<file path="src/verilog/mie_defs.vh">
// constants for the instruction execute subset block
`ifndef MIE_DEFS_VH
`define MIE_DEFS_VH
// register map byte offsets
`define MIE_OFF_INSTR 12'h000
`define MIE_OFF_CTRL 12'h004
`define MIE_OFF_ACC 12'h008
`define MIE_OFF_STATUS 12'h00c
`define MIE_OFF_PC 12'h010
`define MIE_OFF_WDT 12'h014
`define MIE_OFF_MEMADDR 12'h018
`define MIE_OFF_MEMDATA 12'h01c
// opcode encodings in instr[19:16]
`define MIE_OP_NOP 4'h0
`define MIE_OP_BITCLR 4'h1
`define MIE_OP_WDCLR 4'h2
`define MIE_OP_WDPRE_A 4'h3
`define MIE_OP_WDPRE_B 4'h4
`define MIE_OP_CPL 4'h5
`define MIE_OP_DAA 4'h6
`define MIE_OP_DEC 4'h7
`define MIE_OP_INC 4'h8
`define MIE_OP_HALT 4'h9
`define MIE_OP_JMP 4'ha
`define MIE_OP_MOVAM 4'hb
`define MIE_OP_MOVAX 4'hc
`define MIE_OP_MOVMA 4'hd
`define MIE_OP_OR 4'he
`define MIE_OP_RET 4'hf
// instruction fields
`define MIE_F_ACCDST 20
`define MIE_F_IMM 21
`define MIE_F_RETKIND_LO 8
// status bit positions
`define MIE_ST_C 0
`define MIE_ST_AC 1
`define MIE_ST_Z 2
`define MIE_ST_OV 3
`define MIE_ST_PDF 4
`define MIE_ST_TO 5
`define MIE_ST_EMI 6
`define MIE_ST_HALT 7
`define MIE_ST_BUSY 8
// reset values
`define MIE_RST_STATUS 9'h000
`define MIE_RST_PC 11'h000
`define MIE_WDT_CLR 8'h00
// return kinds in instr[9:8]
`define MIE_RK_PLAIN 2'h0
`define MIE_RK_VALUE 2'h1
`define MIE_RK_IRQ 2'h2
`define MIE_RK_ROTL 2'h3
`endif

</file>
<file path="src/verilog/mie_ram.v">
// small data memory with registered read port
`timescale 1ns/10ps
`default_nettype none
module mie_ram #(
   parameter AW = 6,
   parameter DW = 8
) (
   // clock
   input wire clk,
   // write port
   input wire wrEn,
   input wire [AW-1:0] wrAddr,
   input wire [DW-1:0] wrData,
   // read port
   input wire [AW-1:0] rdAddr,
   output reg [DW-1:0] rdData
);
   reg [DW-1:0] mem [0:(1<<AW)-1];

   // write, with the registered read returning the data from before a same-cycle write
   always @(posedge clk) begin
      if (wrEn) begin
         mem[wrAddr] <= wrData;
      end
      rdData <= mem[rdAddr];
   end
endmodule // mie_ram
`default_nettype wire

</file>
<file path="src/verilog/mie_exec.v">
// execute unit for an 8-bit instruction subset, reached over apb
`include "mie_defs.vh"
`timescale 1ns/10ps
`default_nettype none
module mie_exec #(
   parameter AW = 6,
   parameter PCW = 11,
   parameter SD = 6
) (
   // clock and reset
   input wire clk,
   input wire rst_n,
   // apb slave
   input wire psel,
   input wire penable,
   input wire pwrite,
   input wire [11:0] paddr,
   input wire [31:0] pwdata,
   output reg [31:0] prdata,
   output reg pready,
   output reg pslverr,
   // system side
   output reg clkGateOff,
   output reg wdtPrescClr,
   output reg globalIrqEnable,
   output reg [PCW-1:0] progCounter
);
   // execution states
   localparam S_IDLE = 3'd0;
   localparam S_READ = 3'd1;
   localparam S_EXEC = 3'd2;
   localparam S_RET2 = 3'd3;
   localparam S_HALT = 3'd4;
   // last stack entry, where a pop from an empty stack wraps to
   localparam [31:0] SD_LAST = SD - 1;

   reg [2:0] state_q;
   reg [21:0] instr_q;
   reg [7:0] acc_q;
   reg [8:0] status_q;
   reg [7:0] watchdogCounter_q;
   reg preA_q;
   reg preB_q;
   reg [PCW-1:0] stack_q [0:SD-1];
   reg [2:0] sp_q;
   reg ramWe;
   reg [AW-1:0] ramWa;
   reg [7:0] ramWd;
   reg [AW-1:0] ramRa;
   wire [7:0] ramRd;
   reg [AW-1:0] dbgAddr_q;
   integer i;

   // zero test shared by every zero-flag update
   function zeroOf;
      input [7:0] v;
      begin
         zeroOf = (v == 8'h00);
      end
   endfunction

   // decimal adjust of accumulator, returns {carry, result}
   function [8:0] daaOf;
      input [7:0] a;
      input ac;
      input c;
      reg [4:0] lo;
      reg ic;
      reg [4:0] hi;
      reg co;
      begin
         lo = {1'b0, a[3:0]};
         ic = 1'b0;
         if (a[3:0] > 4'h9 || ac) begin
            lo = lo + 5'h06;
            // a carry already taken out of the low nibble must not be counted twice
            ic = !ac;
         end
         hi = {1'b0, a[7:4]} + {4'h0, ic};
         co = c;
         if (hi > 5'h09 || c) begin
            hi = hi + 5'h06;
            co = 1'b1;
         end
         daaOf = {co, hi[3:0], lo[3:0]};
      end
   endfunction

   // stack pointer after a pop, wrapping like a circular stack
   function [2:0] popOf;
      input [2:0] p;
      begin
         if (p == 3'd0) begin
            popOf = SD_LAST[2:0];
         end else begin
            popOf = p - 3'd1;
         end
      end
   endfunction

   wire [3:0] op = instr_q[19:16];
   wire [AW-1:0] mAddr = instr_q[AW-1:0];
   wire [2:0] bitSel = instr_q[10:8];
   wire [7:0] imm = instr_q[15:8];
   wire toAcc = instr_q[`MIE_F_ACCDST];
   wire useImm = instr_q[`MIE_F_IMM];
   wire [1:0] retKind = instr_q[9:8];
   wire [8:0] daaRes = daaOf(acc_q, status_q[`MIE_ST_AC], status_q[`MIE_ST_C]);
   wire apbWr = psel && penable && pwrite;
   // or result shared by the accumulator and zero flag paths
   wire [7:0] orVal = acc_q | (useImm ? imm : ramRd);
   // live state bits for status reads, so a poll right after a start sees busy
   wire busyNow = (state_q != S_IDLE) && (state_q != S_HALT);
   wire haltNow = (state_q == S_HALT);
   // pop position, so an empty stack never indexes past its end
   wire [2:0] popIdx = popOf(sp_q);

   // data memory
   mie_ram #(.AW(AW), .DW(8)) i_mie_ram (
      .clk(clk),
      .wrEn(ramWe),
      .wrAddr(ramWa),
      .wrData(ramWd),
      .rdAddr(ramRa),
      .rdData(ramRd)
   );

   // memory port steering: execute writes, else debug writes
   always @* begin
      ramWe = 1'b0;
      ramWa = mAddr;
      ramWd = 8'h00;
      ramRa = (state_q == S_IDLE) ? dbgAddr_q : mAddr;
      if (state_q == S_EXEC) begin
         case (op)
            `MIE_OP_BITCLR: begin
               ramWe = 1'b1;
               ramWd = ramRd & ~(8'h01 << bitSel);
            end
            `MIE_OP_CPL: begin
               ramWe = !toAcc;
               ramWd = ~ramRd;
            end
            `MIE_OP_DAA: begin
               ramWe = 1'b1;
               ramWd = daaRes[7:0];
            end
            `MIE_OP_DEC: begin
               ramWe = !toAcc;
               ramWd = ramRd - 8'h01;
            end
            `MIE_OP_INC: begin
               ramWe = !toAcc;
               ramWd = ramRd + 8'h01;
            end
            `MIE_OP_MOVMA: begin
               ramWe = 1'b1;
               ramWd = acc_q;
            end
            `MIE_OP_OR: begin
               ramWe = !toAcc && !useImm;
               ramWd = acc_q | ramRd;
            end
            `MIE_OP_RET: begin
               ramWe = (retKind == `MIE_RK_ROTL);
               ramWd = {ramRd[6:0], ramRd[7]};
            end
            default: begin
               ramWe = 1'b0;
            end
         endcase
      end else if (state_q == S_IDLE && apbWr && paddr == `MIE_OFF_MEMDATA) begin
         ramWe = 1'b1;
         ramWa = dbgAddr_q;
         ramWd = pwdata[7:0];
      end
   end

   // apb answers and execution sequencing
   always @(posedge clk) begin
      if (!rst_n) begin
         state_q <= S_IDLE;
         instr_q <= 22'h000000;
         acc_q <= 8'h00;
         status_q <= `MIE_RST_STATUS;
         watchdogCounter_q <= `MIE_WDT_CLR;
         preA_q <= 1'b0;
         preB_q <= 1'b0;
         sp_q <= 3'd0;
         dbgAddr_q <= {AW{1'b0}};
         progCounter <= `MIE_RST_PC;
         prdata <= 32'h00000000;
         pready <= 1'b0;
         pslverr <= 1'b0;
         clkGateOff <= 1'b0;
         wdtPrescClr <= 1'b0;
         globalIrqEnable <= 1'b0;
         for (i = 0; i < SD; i = i + 1) begin
            stack_q[i] <= {PCW{1'b0}};
         end
      end else begin
         pready <= 1'b0;
         pslverr <= 1'b0;
         wdtPrescClr <= 1'b0;
         // no wait state: answer in cycle after setup
         if (psel && !penable) begin
            pready <= 1'b1;
            pslverr <= !(paddr[11:5] == 7'h00 && paddr[1:0] == 2'b00);
            case (paddr)
               `MIE_OFF_INSTR: prdata <= {10'h000, instr_q};
               `MIE_OFF_ACC: prdata <= {24'h000000, acc_q};
               `MIE_OFF_STATUS: prdata <= {23'h000000, busyNow, haltNow, status_q[6:0]};
               `MIE_OFF_PC: prdata <= {{(32-PCW){1'b0}}, progCounter};
               `MIE_OFF_WDT: prdata <= {24'h000000, watchdogCounter_q};
               `MIE_OFF_MEMADDR: prdata <= {{(32-AW){1'b0}}, dbgAddr_q};
               `MIE_OFF_MEMDATA: prdata <= {24'h000000, ramRd};
               default: prdata <= 32'h00000000;
            endcase
         end
         if (apbWr) begin
            case (paddr)
               `MIE_OFF_INSTR: begin
                  if (state_q == S_IDLE) begin
                     instr_q <= pwdata[21:0];
                     state_q <= S_READ;
                  end
               end
               `MIE_OFF_CTRL: begin
                  // wake from power down
                  if (pwdata[0] && state_q == S_HALT) begin
                     state_q <= S_IDLE;
                     clkGateOff <= 1'b0;
                  end
                  if (pwdata[1]) begin
                     watchdogCounter_q <= watchdogCounter_q + 8'h01;
                  end
               end
               `MIE_OFF_ACC: acc_q <= pwdata[7:0];
               `MIE_OFF_STATUS: status_q[3:0] <= pwdata[3:0];
               `MIE_OFF_MEMADDR: dbgAddr_q <= pwdata[AW-1:0];
               default: ;
            endcase
         end
         case (state_q)
            S_IDLE: ;
            S_READ: state_q <= S_EXEC; // memory read latency
            S_EXEC: begin
               state_q <= S_IDLE;
               progCounter <= progCounter + {{(PCW-1){1'b0}}, 1'b1};
               case (op)
                  // watchdog clears; a preclear waits for its partner
                  `MIE_OP_WDCLR: begin
                     watchdogCounter_q <= `MIE_WDT_CLR;
                     status_q[`MIE_ST_PDF] <= 1'b0;
                     status_q[`MIE_ST_TO] <= 1'b0;
                  end
                  `MIE_OP_WDPRE_A, `MIE_OP_WDPRE_B: begin
                     if ((op == `MIE_OP_WDPRE_A && preB_q) ||
                         (op == `MIE_OP_WDPRE_B && preA_q)) begin
                        watchdogCounter_q <= `MIE_WDT_CLR;
                        status_q[`MIE_ST_PDF] <= 1'b0;
                        status_q[`MIE_ST_TO] <= 1'b0;
                        preA_q <= 1'b0;
                        preB_q <= 1'b0;
                     end else if (op == `MIE_OP_WDPRE_A) begin
                        preA_q <= 1'b1;
                     end else begin
                        preB_q <= 1'b1;
                     end
                  end
                  // data operations on the memory operand, zero flag only; daa adjusts the accumulator into memory and sets carry only
                  `MIE_OP_CPL: begin
                     if (toAcc) acc_q <= ~ramRd;
                     status_q[`MIE_ST_Z] <= zeroOf(~ramRd);
                  end
                  `MIE_OP_DAA: status_q[`MIE_ST_C] <= daaRes[8];
                  `MIE_OP_DEC: begin
                     if (toAcc) acc_q <= ramRd - 8'h01;
                     status_q[`MIE_ST_Z] <= zeroOf(ramRd - 8'h01);
                  end
                  `MIE_OP_INC: begin
                     if (toAcc) acc_q <= ramRd + 8'h01;
                     status_q[`MIE_ST_Z] <= zeroOf(ramRd + 8'h01);
                  end
                  // power down clears the watchdog counter and prescaler, sets pdf, clears to and stops the clock
                  `MIE_OP_HALT: begin
                     state_q <= S_HALT;
                     clkGateOff <= 1'b1;
                     watchdogCounter_q <= `MIE_WDT_CLR;
                     wdtPrescClr <= 1'b1;
                     status_q[`MIE_ST_PDF] <= 1'b1;
                     status_q[`MIE_ST_TO] <= 1'b0;
                  end
                  // flow control and moves leave every flag alone; or sets the zero flag
                  `MIE_OP_JMP: progCounter <= instr_q[PCW-1:0];
                  `MIE_OP_MOVAM: acc_q <= ramRd;
                  `MIE_OP_MOVAX: acc_q <= imm;
                  `MIE_OP_OR: begin
                     if (toAcc || useImm) acc_q <= orVal;
                     status_q[`MIE_ST_Z] <= zeroOf(orVal);
                  end
                  // returns share one opcode; kind three is the one-cycle rotate
                  `MIE_OP_RET: begin
                     if (retKind != `MIE_RK_ROTL) begin
                        // pop, second cycle follows
                        state_q <= S_RET2;
                        progCounter <= stack_q[popIdx];
                        sp_q <= popIdx;
                        if (retKind == `MIE_RK_VALUE) acc_q <= instr_q[7:0];
                        if (retKind == `MIE_RK_IRQ) globalIrqEnable <= 1'b1;
                     end
                  end
                  default: ; // untouched flags keep value
               endcase
            end
            S_RET2: state_q <= S_IDLE;
            S_HALT: ;
            default: state_q <= S_IDLE;
         endcase
         status_q[`MIE_ST_EMI] <= globalIrqEnable;
         // timeout event after the execute case, so it wins over a clear in one cycle
         if (apbWr && paddr == `MIE_OFF_CTRL && pwdata[2]) begin
            status_q[`MIE_ST_TO] <= 1'b1;
         end
      end
   end
endmodule // mie_exec
`default_nettype wire

</file>
<file path="config.mk">
export PLATFORM = sky130hd
export DESIGN_NAME = mie_exec
export DESIGN_NICKNAME = d
export VERILOG_FILES = /design/src/verilog/mie_ram.v /design/src/verilog/mie_exec.v
export VERILOG_INCLUDE_DIRS = /design/src /design/src/verilog
export SDC_FILE = /design/constraint.sdc
export NUM_CORES = 1
export LEC_CHECK = 0
export BUFFER_PORTS_ARGS = -buffer_cell sky130_fd_sc_hd__buf_4
export CAP_MARGIN = 20
export CORE_UTILIZATION = 64
export CTS_BUF_LIST = sky130_fd_sc_hd__clkbuf_4 sky130_fd_sc_hd__clkbuf_8
export CTS_CLUSTER_DIAMETER = 40
export DETAILED_ROUTE_END_ITERATION = 7
export PLACE_DENSITY = 0.84
export SLEW_MARGIN = 5
export SYNTH_ARGS = -nofsm -noshare
export SYNTH_HDL_FRONTEND = slang
export SYNTH_HIERARCHICAL = 1
export SYNTH_SLANG_ARGS = --single-unit
</file>
<file path="constraint.sdc">
create_clock -name clk -period 6.3 [get_ports clk]
set_input_delay 1.26 -clock clk [delete_from_list [all_inputs] [get_ports clk]]
set_output_delay 1.26 -clock clk [all_outputs]
set_load 0.02 [all_outputs]
</file>
==> reports/summary.txt, run 1 <==
Syn Area/Cell = 14.5 um2
Syn Std Cell Area = 26800 um2
Seq/Total Area, Yosys = 0.650
Setup total negative slack = 0 ns
Vias = 17700
Max Cap Viol = 0
Clk buf depth = 3
Vias/cell = 6.95
Root buf cell = clkbuf_8
FFs w/ async S/R, synth = 0
Peak fanout along the critical path = 15
Fin. Hold Viols = 0
Cell row count = 74
Total gr overflow = 0
Max IR drop VDD = 0.224 mV
Worst r2r src = state_q[2]
Seq cells post-synth = 614
Hold-fix buffers at CTS = 0
Final layout net count = 1995
Yosys top cell area share = 0.574
Critical Path Start = paddr[7]
Crit path capture type = flip-flop
Worst r2r dst = i_mie_ram/mem[60][4]
Slew @ Worst Pin = 1.11 ns
Worst hold path depth = 2
Diode count = 0
Worst Setup Start Kind = input pin
End-of-flow core utilization = 0.724
I/O Pins = 97
CTS tree = built
Yosys warns = 6
Slew Viols, Final = 0
Post-CTS setup buffer count = 0
Post-synth EDFFs = 512
Pwr Total = 0.00795 W
Detailed Routing Iterations Pass 1 = 8
Clk pin slew, worst setup/hold paths = 0.06 ns
Failing checks = DRC
First-pass GRT wire length = 106000 um
Share of layout cells above drive strength 1 = 0.216
Initial Util = 0.652
Residual DRC count = 16
First DRT Iteration DRCs = 2414
Final Setup Violations = 0
Post-CTS sizing = 0
CTS Buf Count = 99
Chip height = 207 um
Die area = 42700 um2
Clock latency at the later pin of the worst-skew pair = 0.71 ns
GPL Wtd Cong = 0.990
Fmax = 0.220 GHz
Largest net degree at the start of global routing = 76
Area contributors post-synth = edfxtp_1 (57%), mux4_2 (10%), dfxtp_1 (7.6%), nor2_1 (2.4%), nand2_1 (1.9%)
Input/output buffers = 76
Antenna violations before repair = 0
Min Tclk post-route = 4.54 ns
CP Data Arrival Time = 4.83 ns
Status = complete, but fails checks
Final period util = 0.720
GRT Total Usage = 0.344
Critical path type = in -> reg
DP Wirelength = 44900 um
Clock skew = 0.0481 ns
Syn-to-layout area delta = 11.1%
Slew HR = 0.258
Core area = 41100 um2
Post-Syn Instances = 1851
Top FF cell, synth = edfxtp_1
Sink Count = 614
Area leader, netlist = edfxtp_1
H-tree levels = 3
Routed wire length = 71700 um
Antenna Nets Post-Route = 0
WHS = 0.448 ns
Cells on worst reg2reg path = 8
Leak = 9.46 nW
Critical path data required time = 6.59 ns
Vias in the first global route = 17300
R2R Setup Slk = 1.87 ns
Worst Hold Class = reg -> reg
Die X-Extent = 207 um
PD cells = 267 nW/um2
Most common cell after layout, fill and taps aside = edfxtp_1
Setup crit end = i_mie_ram/mem[60][4]
Commonest non-fill, non-tap cells in the layout = edfxtp_1 (512), nor2_1 (169), nand2_1 (134)
Library cells used by synthesis = 87
RSZ-0062 raised after global routing = no
Routed length per instance = 28.2 um
[routing by layer]
layer  vias up  share of wire  GRT usage  wire (um)
li1       7453              -          -          -
met1      8642           0.36      0.441      25500
met2      1308           0.48      0.541      34100
met3       271           0.11     0.0827       7900
met4         0          0.058      0.197       4190
met5         -              0          0          0
[power breakdown]
group	switching (W)	internal (W)	total (W)
logic	0.0000500	0.0000266	0.0000765
clock network	0.00159	0.00195	0.00354
registers	0.00000104	0.00434	0.00434
total	0.00164	0.00631	0.00795
[registers in the layout, indices dropped and copies added (netlist names)]
name,count
globalIrqEnable,1
state_q,3
i_mie_ram/rdData,8
dbgAddr_q,6
i_mie_ram/mem,512
preA_q,1
wdtPrescClr,1
status_q,7
watchdogCounter_q,8
pslverr,1
preB_q,1
acc_q,8
progCounter,11
instr_q,22
prdata,22
clkGateOff,1
pready,1
[through the flow]
stage	cell area [um2]	cells	worst slack [ns]
floorplan	26800	1860	1.20
global placement	27700	2362	1.33
detailed placement	27700	2363	1.26
CTS	29700	2540	1.93
global route	29800	2543	1.78
finish	29800	2543	1.76
[worst min-delay path by stage]
stage / slack [ns] / startpoint / endpoint
6_report: 0.45 / prdata[0] / prdata[0]
5_1_grt: 0.47 / prdata[19] / prdata[19]
4_1_cts: 0.45 / prdata[0] / prdata[0]
3_5_place_dp: 0.44 / prdata[0] / prdata[0]
3_3_place_gp: 0.44 / prdata[12] / prdata[12]
2_1_floorplan: 0.44 / status_q[4] / status_q[4]
[cells by family after synthesis]
family | synth area share
xor+xnor | 0.00523
other cells | 0.000140
fa+ha+maj | 0.00514
flops | 0.650
mux | 0.130
buf+inv | 0.0270
compound gates | 0.0864
simple gates | 0.0961
[final cells by class]
cell class / count / area, um2
tap: 532 / 666
fill: 2458 / 11300
multi-input combinational: 1096 / 8750
timing repair buffer: 106 / 830
clock buffer: 130 / 1630
inverter: 18 / 67.6
clock inverter: 47 / 410
sequential: 614 / 17400
[synthesized netlist by cell type, types with 7 or more instances]
library cell / number
a22o_1: 16
nand2_1: 134
a21o_1: 12
mux4_2: 124
inv_1: 16
xnor2_1: 8
a22oi_1: 16
and3_1: 10
o21ai_0: 57
a221oi_1: 18
a211oi_1: 13
nor3_1: 30
a31oi_1: 12
xor2_1: 8
nand3b_1: 11
mux2_2: 17
nand4_1: 14
and2_1: 9
mux2i_1: 48
buf_1: 7
a21oi_1: 84
nand3_1: 56
or3_1: 7
o22ai_1: 37
clkbuf_1: 71
edfxtp_1: 512
nor2b_1: 26
buf_2: 29
ha_1: 11
buf_4: 19
o221ai_1: 11
nand2b_1: 12
dfxtp_1: 102
nor2_1: 169
or2_2: 7
[worst max-delay path, cell delays in order]
cell     delay (ns)
buf_4          0.12
nor3_1         0.22
buf_4          0.18
nand2_1        0.23
nor4_4         0.31
buf_4          0.27
mux2_2         0.47
or3b_2         0.53
or2_2          0.45
nor2_1         0.77
Note: power is estimated with default switching activity, not from simulation.
==> run 2, diff against run 1 <==
==> constraint.sdc (replaced) <==
create_clock -name clk -period 4.45 [get_ports clk]
set_input_delay 0.89 -clock clk [delete_from_list [all_inputs] [get_ports clk]]
set_output_delay 0.89 -clock clk [all_outputs]
set_load 0.02 [all_outputs]
==> run 2 against run 1 <==
  * The run still ends with DRC left
  * Final area grew 2.3%
  * Global-route usage increased by 0.76 points
  * Clock-buffer cell count down 2
  * Die area is the same
  * Final cell count grew 3.8%
  * Worst hold slack worse by 0.0044 ns
==> reports/summary.txt, run 2 (synthesis gave the netlist of run 1 again) <==
Status = complete, but fails checks
Failing checks = DRC
Slew @ Worst Pin = 0.998 ns
Post-CTS setup buffer count = 0
Crit path buf inv count = 3
Share of layout cells above drive strength 1 = 0.254
Logic pwr share = 0.010
Worst path top cell family by delay = simple AND/OR/NAND/NOR gates
Post-route setup slack = 0.746 ns
Initial Util = 0.652
Seq pwr share = 0.557
Clock latency at the later pin of the worst-skew pair = 0.70 ns
Core area = 41100 um2
Min Tclk post-route = 3.70 ns
Vias in the first global route = 17600
Largest register FFs = 512
Critical path type = in -> reg
Leak = 10.1 nW
Worst r2r dst = i_mie_ram/mem[7][5]
Critical path data required time = 4.83 ns
Clk buf depth = 3
CTS Buf Count = 96
Largest regs = i_mie_ram/mem (512), instr_q (22), prdata (22)
Largest net degree at the start of global routing = 65
Max IR drop VDD = 0.398 mV
Clock power frac = 0.434
CP max-delay cell = or3b_2
Sw frac = 0.206
Worst Hold Class = reg -> reg
GPL Wtd Cong = 0.982
Sink Count = 614
Fin. Hold Viols = 0
Vias/cell = 6.84
R2R Setup Slk = 0.81 ns
Cell depth of the worst setup path = 10
DR top layer = met4
Setup crit end = i_mie_ram/mem[20][3]
Clk pin slew, worst setup/hold paths = 0.06 ns
GRT Total Usage = 0.351
Antenna Nets Post-Route = 0
Met1 wire length = 25800 um
Post-CTS sizing = 0
Antenna violations before repair = 0
Slew HR = 0.327
Residual DRC count = 15
Worst r2r src = status_q[1]
First-pass GRT wire length = 109000 um
PD cells = 362 nW/um2
Worst hold path depth = 2
Int Pwr = 0.00876 W
Die X-Extent = 207 um
Setup total negative slack = 0 ns
Cell mode on critical path = buf_4
I/O Pins = 97
Most common cell after layout, fill and taps aside = edfxtp_1
Post-route insts no fill = 2640
Worst Setup Start Kind = input pin
Cells on worst reg2reg path = 12
Pwr Total = 0.0110 W
Met2 wire length = 34900 um
Psw = 0.00228 W
H-tree levels = 3
Final layout net count = 2090
Max Cap Viol = 0
Critical Path Start = paddr[8]
Peak fanout along the critical path = 15
Die area = 42700 um2
Vias = 18100
Cell row count = 74
Root buf cell = clkbuf_8
Routed wire length = 73100 um
DP Wirelength = 47600 um
Largest Register = i_mie_ram/mem
Pre-CTS WS = 0.171 ns
Chip height = 207 um
Diode count = 0
Clock skew = 0.0412 ns
Hold-fix buffers at CTS = 0
Fmax = 0.270 GHz
End-of-flow core utilization = 0.741
Slowest stage delay, CP = 0.54 ns
Final Setup Violations = 0
Final period util = 0.832
Syn-to-layout area delta = 13.7%
Commonest non-fill, non-tap cells in the layout = edfxtp_1 (512), buf_4 (198), nor2_1 (169)
CTS tree = built
Routed length per instance = 27.7 um
Met3 wire len = 8010 um
First DRT Iteration DRCs = 2700
Crit path capture type = flip-flop
CP Data Arrival Time = 4.09 ns
Total gr overflow = 0
RSZ-0062 raised after global routing = no
Slew Viols, Final = 0
Critical path, cell by cell = buf_4 -> nor4_4 -> nand2_4 -> nor4_4 -> buf_4 -> mux2_2 -> or3b_2 -> or2_2 -> nor2_1 -> buf_4
Input/output buffers = 76
Detailed Routing Iterations Pass 1 = 8
Placed insts = 2463
==> run 2: changes by cell type in the layout (fill, tap and decap cells not counted), sizes merged <==
cell,delta
clkinv,+3
clkinvlp,+2
buf,+98
inv,-2
clkbuf,-2
bufinv,-2
==> run 2: metrics by stage <==
| stage | hold slack (ns) | cell area, um2 |
|---|---|---|
| 6_report | 0.444 | 30500 |
| 5_1_grt | 0.449 | 30500 |
| 4_1_cts | 0.429 | 30400 |
| 3_5_place_dp | 0.442 | 28500 |
| 3_3_place_gp | 0.437 | 28500 |
| 2_1_floorplan | 0.436 | 26800 |
==> run 2: power by group through the flow <==
stage	Sequential [W]	Clock, W	Combinational (W)
after floorplan	0.00627	0	0.0000519
after global placement	0.00626	0	0.000106
after detailed placement	0.00626	0	0.000107
after CTS	0.00614	0.00482	0.000107
after global routing	0.00614	0.00507	0.000115
final	0.00614	0.00478	0.000110
==> run 2: worst min-delay path by stage <==
stage	start	end	slack [ns]
final	prdata[7]	prdata[7]	0.44
after global routing	pwdata[19]	instr_q[19]	0.45
after CTS	pwdata[19]	instr_q[19]	0.43
after detailed placement	prdata[7]	prdata[7]	0.44
after global placement	prdata[8]	prdata[8]	0.44
after floorplan	status_q[4]	status_q[4]	0.44
==> run 2: routing by layer <==
metal / vias up / GRT usage
met5: - / 0
met4: 0 / 0.198
met3: 293 / 0.0796
met2: 1357 / 0.559
met1: 8770 / 0.451
li1: 7639 / -
==> run 2: final cells by class <==
cell class / count / area (um2)
Clock buffer: 128 / 1590
Clock inverter: 48 / 363
Fill cell: 2416 / 10600
Inverter: 18 / 67.6
Multi-Input combinational cell: 1096 / 8750
Sequential cell: 614 / 17400
Tap cell: 532 / 666
Timing Repair Buffer: 204 / 1610
==> run 2: worst register-to-register path, delay by kind of cell (launching register included) <==
family,cells,cell delay [ns]
XOR/XNOR,2,0.41
buffers and inverters,1,0.33
AND/OR/NAND/NOR,3,0.47
flip-flops,1,0.42
AO/OA/AOI/OAI,3,0.90
adder cells (fa/ha/maj),3,0.69
